$ cat config.mk
export PLATFORM = sky130hd
export DESIGN_NAME = sync_sram_control_inputs
export DESIGN_NICKNAME = d
export VERILOG_FILES = /design/src/shared/sram_ctrl_pkg.sv /design/src/hw/burst_counter.sv /design/src/hw/sync_sram_control_inputs.sv
export SDC_FILE = /design/constraint.sdc
export NUM_CORES = 1
export LEC_CHECK = 0
export BUFFER_PORTS_ARGS = -buffer_cell sky130_fd_sc_hd__buf_2
export CORE_MARGIN = 1
export CORE_UTILIZATION = 35
export DETAILED_ROUTE_END_ITERATION = 12
export HOLD_SLACK_MARGIN = 0.12
export PLACE_DENSITY_LB_ADDON = 0.05
export RECOVER_POWER = 50
export SLEW_MARGIN = 40
export SYNTH_ARGS = -nofsm -noshare
export SYNTH_HDL_FRONTEND = slang
export SYNTH_SLANG_ARGS = --single-unit
$ cat constraint.sdc
create_clock -name i_mclk -period 2.2 [get_ports i_mclk]
set_clock_uncertainty 0.1 [all_clocks]
set_input_delay 0 -clock i_mclk [delete_from_list [all_inputs] [get_ports i_mclk]]
set_output_delay 0 -clock i_mclk [all_outputs]
set_load 0.005 [all_outputs]
$ cat src/shared/sram_ctrl_pkg.sv
// Purpose: shared constants and carrier types of the sram control inputs
// Assumes: x18 organisation, two byte lanes of eight data and one parity bit
// Notes: all control pins are active low except the high-active chip enable

package sram_ctrl_pkg;

  // ************************************************************
  // organisation
  // ************************************************************
  localparam int ADDR_W = 19;
  localparam int NUM_LANES = 2;
  localparam int LANE_W = 9;
  localparam int DATA_W = NUM_LANES * LANE_W;
  localparam int CNT_W = 2;
  localparam int CNT_LSB = 0;
  localparam int SYNC_STAGES = 3;

  // ************************************************************
  // reset values and other fixed constants
  // ************************************************************
  localparam logic [ADDR_W-1:0] ADDR_RST = 19'h00000;
  localparam logic [CNT_W-1:0] CNT_RST = 2'h0;
  localparam logic [CNT_W-1:0] CNT_STEP = 2'h1;
  localparam logic [NUM_LANES-1:0] LANES_NONE = 2'h0;
  localparam logic [NUM_LANES-1:0] LANES_ALL = 2'h3;
  localparam logic [DATA_W-1:0] DATA_RST = 18'h00000;
  localparam logic [SYNC_STAGES-1:0] SYNC_RST_HI = 3'h7;
  localparam logic [SYNC_STAGES-1:0] SYNC_RST_LO = 3'h0;

  // ************************************************************
  // carrier types
  // ************************************************************
  // synchronous control pins, all sampled on the rising edge
  typedef struct packed {
    logic processor_address_strobe_n;
    logic controller_address_strobe_n;
    logic burst_advance_n;
    logic chip_enable_primary_n;
    logic chip_enable_high_active;
    logic chip_enable_third_n;
    logic all_bytes_write_strobe_n;
    logic byte_write_qualifier_n;
    logic [NUM_LANES-1:0] byte_lane_write_select_n;
  } ctrl_pins_t;

  // one access towards the memory array
  typedef struct packed {
    logic [ADDR_W-1:0] addr;
    logic [NUM_LANES-1:0] lane_we;
    logic rd;
    logic [DATA_W-1:0] wdata;
  } array_req_t;

  // access state
  typedef enum logic [1:0] {
    ST_DESEL = 2'b01,
    ST_ACTIVE = 2'b10
  } acc_state_t;

endpackage

$ cat src/hw/burst_counter.sv
// Purpose: two-bit burst address counter with linear or interleaved order
// Assumes: load and advance come from the same clock domain
// Notes: load wins over advance in the same cycle

`timescale 1ns/1ps
`default_nettype none

module burst_counter
  import sram_ctrl_pkg::*;
(
  // clock and reset
  input wire logic i_mclk,
  input wire logic i_sys_rst,
  // control
  input wire logic i_load,
  input wire logic [CNT_W-1:0] i_load_val,
  input wire logic i_advance,
  input wire logic i_interleave,
  // count
  output logic [CNT_W-1:0] o_count
);

  logic [CNT_W-1:0] base_r;
  logic [CNT_W-1:0] step_r;
  logic [CNT_W-1:0] step_nxt;
  logic [CNT_W-1:0] count_r;

  assign step_nxt = CNT_W'(step_r + CNT_STEP);

  // ************************************************************
  // start value and step of the running burst
  // ************************************************************
  always_ff @(posedge i_mclk or posedge i_sys_rst)
  begin
    if (i_sys_rst)
    begin
      base_r <= CNT_RST;
      step_r <= CNT_RST;
    end
    else if (i_load)
    begin
      base_r <= i_load_val;
      step_r <= CNT_RST;
    end
    else if (i_advance)
      step_r <= step_nxt;
  end

  // ************************************************************
  // current address bits, wrapping in two bits
  // ************************************************************
  always_ff @(posedge i_mclk or posedge i_sys_rst)
  begin
    if (i_sys_rst)
      count_r <= CNT_RST;
    else if (i_load)
      count_r <= i_load_val;
    else if (i_advance)
    begin
      if (i_interleave)
        count_r <= base_r ^ step_nxt;
      else
        count_r <= CNT_W'(count_r + CNT_STEP);
    end
  end

  assign o_count = count_r;

endmodule

`default_nettype wire

$ cat src/hw/sync_sram_control_inputs.sv
// Purpose: control-input logic of a synchronous flow-through sram
// Assumes: strobes, enables and writes come from logic on i_mclk;
//   output enable and order select are asynchronous pins
// Notes: array outputs and data-pin drive all come from flip-flops
//
// Operation
// - write lane when its select and qualifier low
// - all-bytes strobe low writes every lane
// - sample on rising edge, count on advance
// - selected only with all enables active
// - processor strobe ignored while primary enable high
// - processor strobe captures address, loads counter
// - processor strobe wins over controller strobe
// - advance low increments burst address
// - output enable low drives pins, else inputs
// - first read clock after deselect stays undriven
// - controller strobe captures address, loads counter
// - order pin low linear, high interleaved
// - read data from previously addressed location
// - deselected keeps data pins undriven

`timescale 1ns/1ps
`default_nettype none

module sync_sram_control_inputs
  import sram_ctrl_pkg::*;
#(
  parameter bit THREE_ENABLES = 1'b1
)
(
  // clock and reset
  input wire logic i_mclk,
  input wire logic i_sys_rst,
  // synchronous bus from the controller
  input wire ctrl_pins_t i_ctrl,
  input wire logic [ADDR_W-1:0] i_addr,
  // asynchronous and static pins
  input wire logic i_output_enable_n,
  input wire logic i_burst_order_select,
  // data pins, split three ways
  input wire logic [DATA_W-1:0] i_dq,
  output logic [DATA_W-1:0] o_dq,
  output logic o_dq_oe_n,
  // memory array side
  output array_req_t o_array_req,
  input wire logic [DATA_W-1:0] i_array_rdata,
  // status
  output logic o_selected
);

  // ************************************************************
  // pin synchronisers for asynchronous inputs
  // ************************************************************
  logic [SYNC_STAGES-1:0] oe_sync_r;
  logic [SYNC_STAGES-1:0] order_sync_r;
  logic oe_low_r;
  logic interleave_r;

  // three stages, change accepted once stages two and three agree
  always_ff @(posedge i_mclk or posedge i_sys_rst)
  begin
    if (i_sys_rst)
    begin
      oe_sync_r <= SYNC_RST_HI;
      order_sync_r <= SYNC_RST_HI;
    end
    else
    begin
      oe_sync_r <= {oe_sync_r[1:0], i_output_enable_n};
      order_sync_r <= {order_sync_r[1:0], i_burst_order_select};
    end
  end

  // filtered levels; order pin is followed at all times after reset, like output enable
  always_ff @(posedge i_mclk or posedge i_sys_rst)
  begin
    if (i_sys_rst)
    begin
      oe_low_r <= 1'b0;
      interleave_r <= 1'b1;
    end
    else
    begin
      if (oe_sync_r[1] == oe_sync_r[2])
        oe_low_r <= ~oe_sync_r[2];
      if (order_sync_r[1] == order_sync_r[2])
        interleave_r <= order_sync_r[2];
    end
  end

  // ************************************************************
  // decode of the sampled control pins
  // ************************************************************
  logic chip_sel;
  logic processor_address_strobe_take;
  logic controller_address_strobe_take;
  logic start;
  logic [NUM_LANES-1:0] lanes_wr;

  // all enables active; the third is absent on two-enable parts
  assign chip_sel = ~i_ctrl.chip_enable_primary_n &
                    i_ctrl.chip_enable_high_active &
                    (~i_ctrl.chip_enable_third_n | ~THREE_ENABLES);
  // processor strobe only counts with primary enable low
  assign processor_address_strobe_take = ~i_ctrl.processor_address_strobe_n &
                     ~i_ctrl.chip_enable_primary_n;
  // controller strobe is ignored when processor strobe is taken
  assign controller_address_strobe_take = ~i_ctrl.controller_address_strobe_n &
                     ~processor_address_strobe_take;
  assign start = processor_address_strobe_take | controller_address_strobe_take;

  // lane write decode; no strobe at all leaves a read
  always_comb
  begin
    lanes_wr = LANES_NONE;
    if (~i_ctrl.all_bytes_write_strobe_n)
      lanes_wr = LANES_ALL;
    else if (~i_ctrl.byte_write_qualifier_n)
      lanes_wr = ~i_ctrl.byte_lane_write_select_n;
  end

  // ************************************************************
  // access state
  // ************************************************************
  acc_state_t state_r;
  acc_state_t state_nxt;
  logic access;

  always_comb
  begin
    state_nxt = state_r;
    case (state_r)
      ST_DESEL:
        if (start && chip_sel)
          state_nxt = ST_ACTIVE;
      ST_ACTIVE:
        if (start && !chip_sel)
          state_nxt = ST_DESEL;
      default:
        state_nxt = ST_DESEL;
    endcase
  end

  always_ff @(posedge i_mclk or posedge i_sys_rst)
  begin
    if (i_sys_rst)
      state_r <= ST_DESEL;
    else
      state_r <= state_nxt;
  end

  // an access happens on every edge that leaves the device selected
  assign access = (state_nxt == ST_ACTIVE);

  // ************************************************************
  // address register and burst counter
  // ************************************************************
  logic [ADDR_W-1:0] addr_r;
  logic [CNT_W-1:0] count;
  logic cnt_load;
  logic cnt_adv;

  assign cnt_load = start && chip_sel;
  // advance only inside a running burst, not on a strobe edge
  assign cnt_adv = !start && (state_r == ST_ACTIVE) &&
                   ~i_ctrl.burst_advance_n;

  always_ff @(posedge i_mclk or posedge i_sys_rst)
  begin
    if (i_sys_rst)
      addr_r <= ADDR_RST;
    else if (cnt_load)
      addr_r <= i_addr;
  end

  burst_counter u_burst_counter
  (
    .i_mclk(i_mclk),
    .i_sys_rst(i_sys_rst),
    .i_load(cnt_load),
    .i_load_val(i_addr[CNT_LSB +: CNT_W]),
    .i_advance(cnt_adv),
    .i_interleave(interleave_r),
    .o_count(count)
  );

  // ************************************************************
  // request towards the array
  // ************************************************************
  logic [NUM_LANES-1:0] lane_we_r;
  logic rd_r;
  logic [DATA_W-1:0] wdata_r;

  // write lanes and read strobe for the access of this edge
  always_ff @(posedge i_mclk or posedge i_sys_rst)
  begin
    if (i_sys_rst)
    begin
      lane_we_r <= LANES_NONE;
      rd_r <= 1'b0;
    end
    else
    begin
      lane_we_r <= access ? lanes_wr : LANES_NONE;
      rd_r <= access && (lanes_wr == LANES_NONE);
    end
  end

  // data pins act as inputs into the write data register
  always_ff @(posedge i_mclk or posedge i_sys_rst)
  begin
    if (i_sys_rst)
      wdata_r <= DATA_RST;
    else
      wdata_r <= i_dq;
  end

  assign o_array_req.addr = {addr_r[ADDR_W-1:CNT_W], count};
  assign o_array_req.lane_we = lane_we_r;
  assign o_array_req.rd = rd_r;
  assign o_array_req.wdata = wdata_r;

  // ************************************************************
  // read data and data-pin direction
  // ************************************************************
  logic [DATA_W-1:0] dq_r;
  logic dq_oe_n_r;
  logic first_r;
  logic selected_r;

  // set on the edge that opens a burst from the deselected state
  always_ff @(posedge i_mclk or posedge i_sys_rst)
  begin
    if (i_sys_rst)
      first_r <= 1'b0;
    else
      first_r <= (state_r == ST_DESEL) && access;
  end

  // data of the location addressed on the previous edge
  always_ff @(posedge i_mclk or posedge i_sys_rst)
  begin
    if (i_sys_rst)
      dq_r <= DATA_RST;
    else
      dq_r <= i_array_rdata;
  end

  // drive only for a selected read, output enable low, not masked
  always_ff @(posedge i_mclk or posedge i_sys_rst)
  begin
    if (i_sys_rst)
      dq_oe_n_r <= 1'b1;
    else
      dq_oe_n_r <= ~(rd_r && access && oe_low_r &&
                     !first_r);
  end

  always_ff @(posedge i_mclk or posedge i_sys_rst)
  begin
    if (i_sys_rst)
      selected_r <= 1'b0;
    else
      selected_r <= access;
  end

  assign o_dq = dq_r;
  assign o_dq_oe_n = dq_oe_n_r;
  assign o_selected = selected_r;

endmodule

`default_nettype wire

==> Word level (Yosys, flattened, before mapping) <==
Index checks and enable logic that the tools add are counted.
Widths: inputs -> output; s select.
{ "classes": {"n_addsub": 2, "eq_ne": 5, "mux": 11, "bitwise": 15, "n_reduce_logical": 14} }
{ "ops": {"columns": ["op", "n"], "rows": [
  ["$mux 2", 10],
  ["$logic_and 1x1->1", 9],
  ["$not 1->1", 8],
  ["$add 2x1->2 const B", 2],
  ["$and 1x1->1", 4],
  ["$eq 2x2->1 const B", 2],
  ["$pmux 2 s2", 1],
  ["$logic_not 1->1", 3],
  ["$eq 1x1->1", 2],
  ["$eq 2x1->1 const B", 1],
  ["$logic_not 2->1", 1],
  ["$not 2->2", 1],
  ["$reduce_bool 2->1", 1],
  ["$xor 2x2->2", 1],
  ["$or 1x1->1", 1]
]} }
{ "word_totals": {"regBits": 77, "inputBits": 69, "out_inout_bits": 60, "word_cells": 63} }

==> Depth between registers and ports, before layout <==
{ "depth": {"depth_word": 13, "ltp_mapped": 6, "mapped_depth_nobuf": 6} }

==> By module <==
A second synthesis with hierarchy kept.
{ "unflattened": {"cells_unflattened": 156, "hier_area_um2": 2523.7} }
{ "by_module_without_submodules": {"columns": ["mod", "n_inst", "cells_each", "area_per_inst_um2", "seq_area_each_um2"], "rows": [
  ["sync_sram_control_inputs", 1, 126, 2210.9, 1737.9],
  ["burst_counter", 1, 30, 312.8, 150.1]
]} }

==> Worst setup path before layout <==
Ideal clock, no wire load.
{ "synth_timing": {"path_type": "register to register", "startpoint": "register state_r[0]", "endpoint": "register dq_oe_n_r (netlist: o_dq_oe_n)", "setup_ps": 94, "t_arrival_ps": 1644, "t_required_ps": 2006, "setup_slack_ps": 362, "path_stages_with_launch": 6, "n_path_buf": 0, "period_less_slack_ps": 1838, "path_cell_list": "dfstp_2 > inv_1 > ha_1 > a21oi_1 > o211ai_4 > or4_1"} }
{ "synth_between": {"elab_chain_cells": 7, "elab_cells_between_ends": 10, "classes_between": "eq/ne: 3; mux: 3; bitwise: 1; reduce/logical: 3"} }
{ "synth_lines": {"columns": ["item", "line_no", "rtl"], "rows": [
  ["from (decl)", "sync_sram_control_inputs.sv:125", "acc_state_t state_r;"],
  ["from (signal assigned)", "sync_sram_control_inputs.sv:149", "state_r <= state_nxt;"],
  ["$eq 2x2->1, or another cell as far along", "sync_sram_control_inputs.sv:132", "case (state_r)"],
  ["$pmux 2 s2 (*)", "sync_sram_control_inputs.sv:132", null],
  ["named net state_nxt[0]", "sync_sram_control_inputs.sv:126", "acc_state_t state_nxt;"],
  ["$eq 2x2->1 (*)", "sync_sram_control_inputs.sv:153", "assign access = (state_nxt == ST_ACTIVE);"],
  ["$logic_and 1x1->1 (*) (3 in a row)", "sync_sram_control_inputs.sv:255", "dq_oe_n_r <= ~(rd_r && access && oe_low_r &&"],
  ["$not 1->1 (*)", "sync_sram_control_inputs.sv:255", null],
  ["to (signal assigned)", "sync_sram_control_inputs.sv:255", null],
  ["to (decl)", "sync_sram_control_inputs.sv:227", "logic dq_oe_n_r;"]
]} }
Mark *: on every way through the listed nets, which the timed path passes. The rest lies on a longest branch.
A chain may end at the register's enable or synchronous reset.

==> Worst setup path in the final report <==
{ "layout_timing": {"startpoint": "input i_ctrl[4] in the netlist's numbering", "endpoint": "register addr_r[4]"} }
{ "layout_between": {"elab_chain_cells": 3} }
{ "layout_lines": {"columns": ["item", "line_no", "rtl"], "rows": [
  ["from (decl)", "sync_sram_control_inputs.sv:35", "input wire ctrl_pins_t i_ctrl,"],
  ["$not 1->1", "sync_sram_control_inputs.sv:103", "(~i_ctrl.chip_enable_third_n | ~THREE_ENABLES);"],
  ["$and 1x1->1", "sync_sram_control_inputs.sv:102", "i_ctrl.chip_enable_high_active &"],
  ["$logic_and 1x1->1", "sync_sram_control_inputs.sv:163", "assign cnt_load = start && chip_sel;"],
  ["to (signal assigned)", "sync_sram_control_inputs.sv:173", "addr_r <= i_addr;"],
  ["to (decl)", "sync_sram_control_inputs.sv:158", "logic [ADDR_W-1:0] addr_r;"]
]} }
No other way between the ends.

==> flow_metrics.py <==
metrics = {
    "sta": {
        "drv_slew": 0,
        "relSlewSlack": 0.4416,
        "period_share": 0.9377,
        "timing.fmax_mhz": 484.8,
        "worst_slew_pin_slew_ns": 0.8366,
        "hold_viol": 0,
        "post-route-min-period_ns": 2.063,
        "setup_viol": 0,
        "setup_tns_ns": 0,
        "rsz0062_at_grt": "no",
    },
    "synth": {
        "synth_edf_count": 0,
        "synth_ff_type": "dfrtp_1",
        "synth_area_per_cell_um2": 12.51,
        "synth-async-reset-ratio": 1.000,
        "ys_seq_area_frac": 0.7155,
        "yosys_warnings": 0,
        "synthCells": 211,
        "synth.cell_area_um2": 2639,
        "ys_ff_latch": 75,
        "synth_cell_types": 33,
        "synthesis.nets": 282,
    },
    "routing": {
        "vias": 2146,
        "viasPerCell": 4.159,
        "ant_nets": 0,
        "first_iter_violations": 49,
        "dr.pass1.iters": 3,
        "drc": 0,
        "wl_per_cell_um": 11.66,
        "wl_um": 6019,
    },
    "grt": {
        "antenna_found_initial": 0,
        "grt_pass1_wl_um": 9218,
        "grt_overflow": 0,
        "grt_max_degree": 28,
        "grt_use_total": 0.1609,
        "grt_pass1_vias": 2100,
    },
    "floorplanning": {
        "boundaryPins": 129,
        "initial_core_util": 0.3638,
        "die_y_um": 88.83,
        "die_area_um2": 7891,
        "core_area_um2": 7253,
        "die_w_um": 88.83,
        "rows": 31,
    },
    "critical_path": {
        "crit_path_max_incr_delay_ns": 0.57,
        "arrival_ns": 2.24,
        "setup.worst_path.class": "input port to register",
        "crit_path_start_kind": "input port",
        "required_ns": 2.38,
        "path_cells": "dlygate4sd3_1, buf_2, or3b_4, a21oi_4, buf_4, nand2_1, dlygate4sd3_1, nand2_1",
        "crit_fanout": 20,
        "crit_slowest_cell": "dlygate4sd3_1",
        "crit_path_end_kind": "register",
    },
    "clock_tree": {
        "cts_tree": "yes",
        "cts_buffers": 9,
        "cts_resized": 0,
        "cts_sinks": 75,
        "cts_max_path_buffers": 2,
        "clkTransAtPathRegs_ns": 0.08,
        "root_buffer": "clkbuf_8",
        "cts_max_level": 3,
        "clk_latency_ns": 0.34,
    },
    "run": {
        "drv_cap": 0,
    },
    "power": {
        "cellPowerDensity_nw_per_um2": 750.8,
        "ir_drop_v": 0.0003949,
        "power.leakage_nw": 2.068,
    },
    "layout": {
        "num_antenna_cells": 0,
        "nNetsFinal": 483,
        "fin_area_um2": 4238,
        "area_delta_synth_final_pct": 60.60,
        "fillers": 664,
        "drive_gt1_frac": 0.3189,
        "fin_cells": 516,
        "fin_util": 0.5843,
    },
    "placed_design": {
        "place_congestion": 0.6894,
        "dpl.cell_count": 421,
        "io_buffers": 128,
        "place.detailed.hpwl_um": 3709,
        "place_area_um2": 3289,
    },
    "min_path": {
        "hold_path_class": "input port to register",
    },
    "status": {
        "run_status": "complete, no violations",
    },
}
cells by family (layout without fill, tap and decap cells):
kind of cell,after synthesis,count (layout),synth area share
AOI/OAI and AO/OA,18,18,0.05358
muxes,3,3,0.01138
xor gates and xnor gates,3,3,0.009959
adders and majority gates,3,3,0.01328
and+or+nand+nor,83,83,0.1332
buffers and inverters,26,232,0.06306
DFF,75,75,0.7155
stage by stage:
stage | setup WS [ns] | hold slack (ns) | total power (W)
after floorplan | 0.2049 | -0.09552 | 0.001928
after global placement | 0.3154 | -0.04458 | 0.002069
after detailed placement | 0.2475 | -0.04463 | 0.002083
after CTS | 0.1337 | 0.1232 | 0.003246
after global routing | 0.07152 | 0.1793 | 0.003366
final | 0.1371 | 0.1578 | 0.003182
flip-flops by register name, summed over array words and instances (netlist names), 2 cells and up:
register,count
wdata_r,18
o_dq,18
u_burst_counter.o_count,2
oe_sync_r,3
order_sync_r,3
u_burst_counter.step_r,2
state_r,2
lane_we_r,2
addr_r,19
synth_stat cells (2+ instances only):
master / number / area share
xnor2_1: 3 / 0.010
nand3_1: 3 / 0.0057
clkbuf_1: 3 / 0.0043
a21o_1: 2 / 0.0057
o21a_1: 3 / 0.0085
inv_1: 4 / 0.0057
o21ai_0: 3 / 0.0057
nor3b_1: 2 / 0.0057
buf_4: 18 / 0.051
dfrtp_1: 66 / 0.63
nand2_1: 64 / 0.091
ha_1: 2 / 0.0095
mux2i_1: 3 / 0.011
a21oi_1: 3 / 0.0057
nor3_1: 2 / 0.0038
dfstp_2: 9 / 0.090
nor2_1: 5 / 0.0071
critical path, delay by kind of cell:
family	cells	cell delay, ns
buffers and inverters	4	1.50
AND/OR/NAND/NOR	3	0.57
AO/OA/AOI/OAI	1	0.16
power breakdown:
group	total, W	switching [W]	leakage [nW]	internal (W)
Clock	0.00102	0.000500	0.0950	0.000519
Sequential	0.00160	0.0000712	0.897	0.00152
Combinational	0.000567	0.000258	1.08	0.000309
timing repair:
item,in CTS,in global routing
hold buffers,79,0
hold endpoints to repair,136,0
setup buffers,0,0
worst paths after layout:
path,startpoint,to,slack [ns],cells past startpoint
max in group asynchronous,i_sys_rst,order_sync_r[0],0.81,4
min in group asynchronous,i_sys_rst,addr_r[8],0.29,3
hold / removal,i_ctrl[5],first_r,0.16,5
setup / recovery,i_ctrl[4],addr_r[4],0.14,8
setup reg to reg,state_r[0],state_r[0],0.15,5
hold reg to reg,order_sync_r[0],order_sync_r[1],0.26,0
area by class of cell:
| cell class | instances | area (um2) | area share |
|---|---|---|---|
| sequential | 75 | 1888 | 0.4455 |
| timing repair buffer | 212 | 1434 | 0.3384 |
| multi-input combinational | 110 | 584.3 | 0.1379 |
| clock buffer | 9 | 123.9 | 0.02923 |
| tap | 99 | 123.9 | 0.02923 |
| clock inverter | 7 | 68.82 | 0.01624 |
| inverter | 4 | 15.01 | 0.003543 |
cells in the final DEF (no fill, tap or decap), types with 2 or more instances in the layout:
master,synthesis,routed
buf_2,1,103
dlygate4sd3_1,0,79
dfrtp_1,66,66
nand2_1,64,64
clkbuf_1,3,25
clkbuf_8,0,9
dfstp_2,9,6
nor2_1,5,5
inv_1,4,4
buf_4,18,4
o21a_1,3,3
mux2i_1,3,3
xnor2_1,3,3
nand3_1,3,3
o21ai_0,3,3
a21oi_1,3,3
clkinv_2,0,3
dfstp_1,0,3
nor3b_1,2,2
nor3_1,2,2
a21o_1,2,2
ha_1,2,2
clkinvlp_4,0,2
metal layers:
| layer | up-vias | wire length (um) | track usage |
|---|---|---|---|
| met5 | - | 0 | 0 |
| met4 | 0 | 107 | 0.08065 |
| met3 | 11 | 444 | 0.06157 |
| met2 | 79 | 2931 | 0.2685 |
| met1 | 995 | 2536 | 0.1802 |
| li1 | 1061 | - | - |
(Power assumes the default switching activity.)
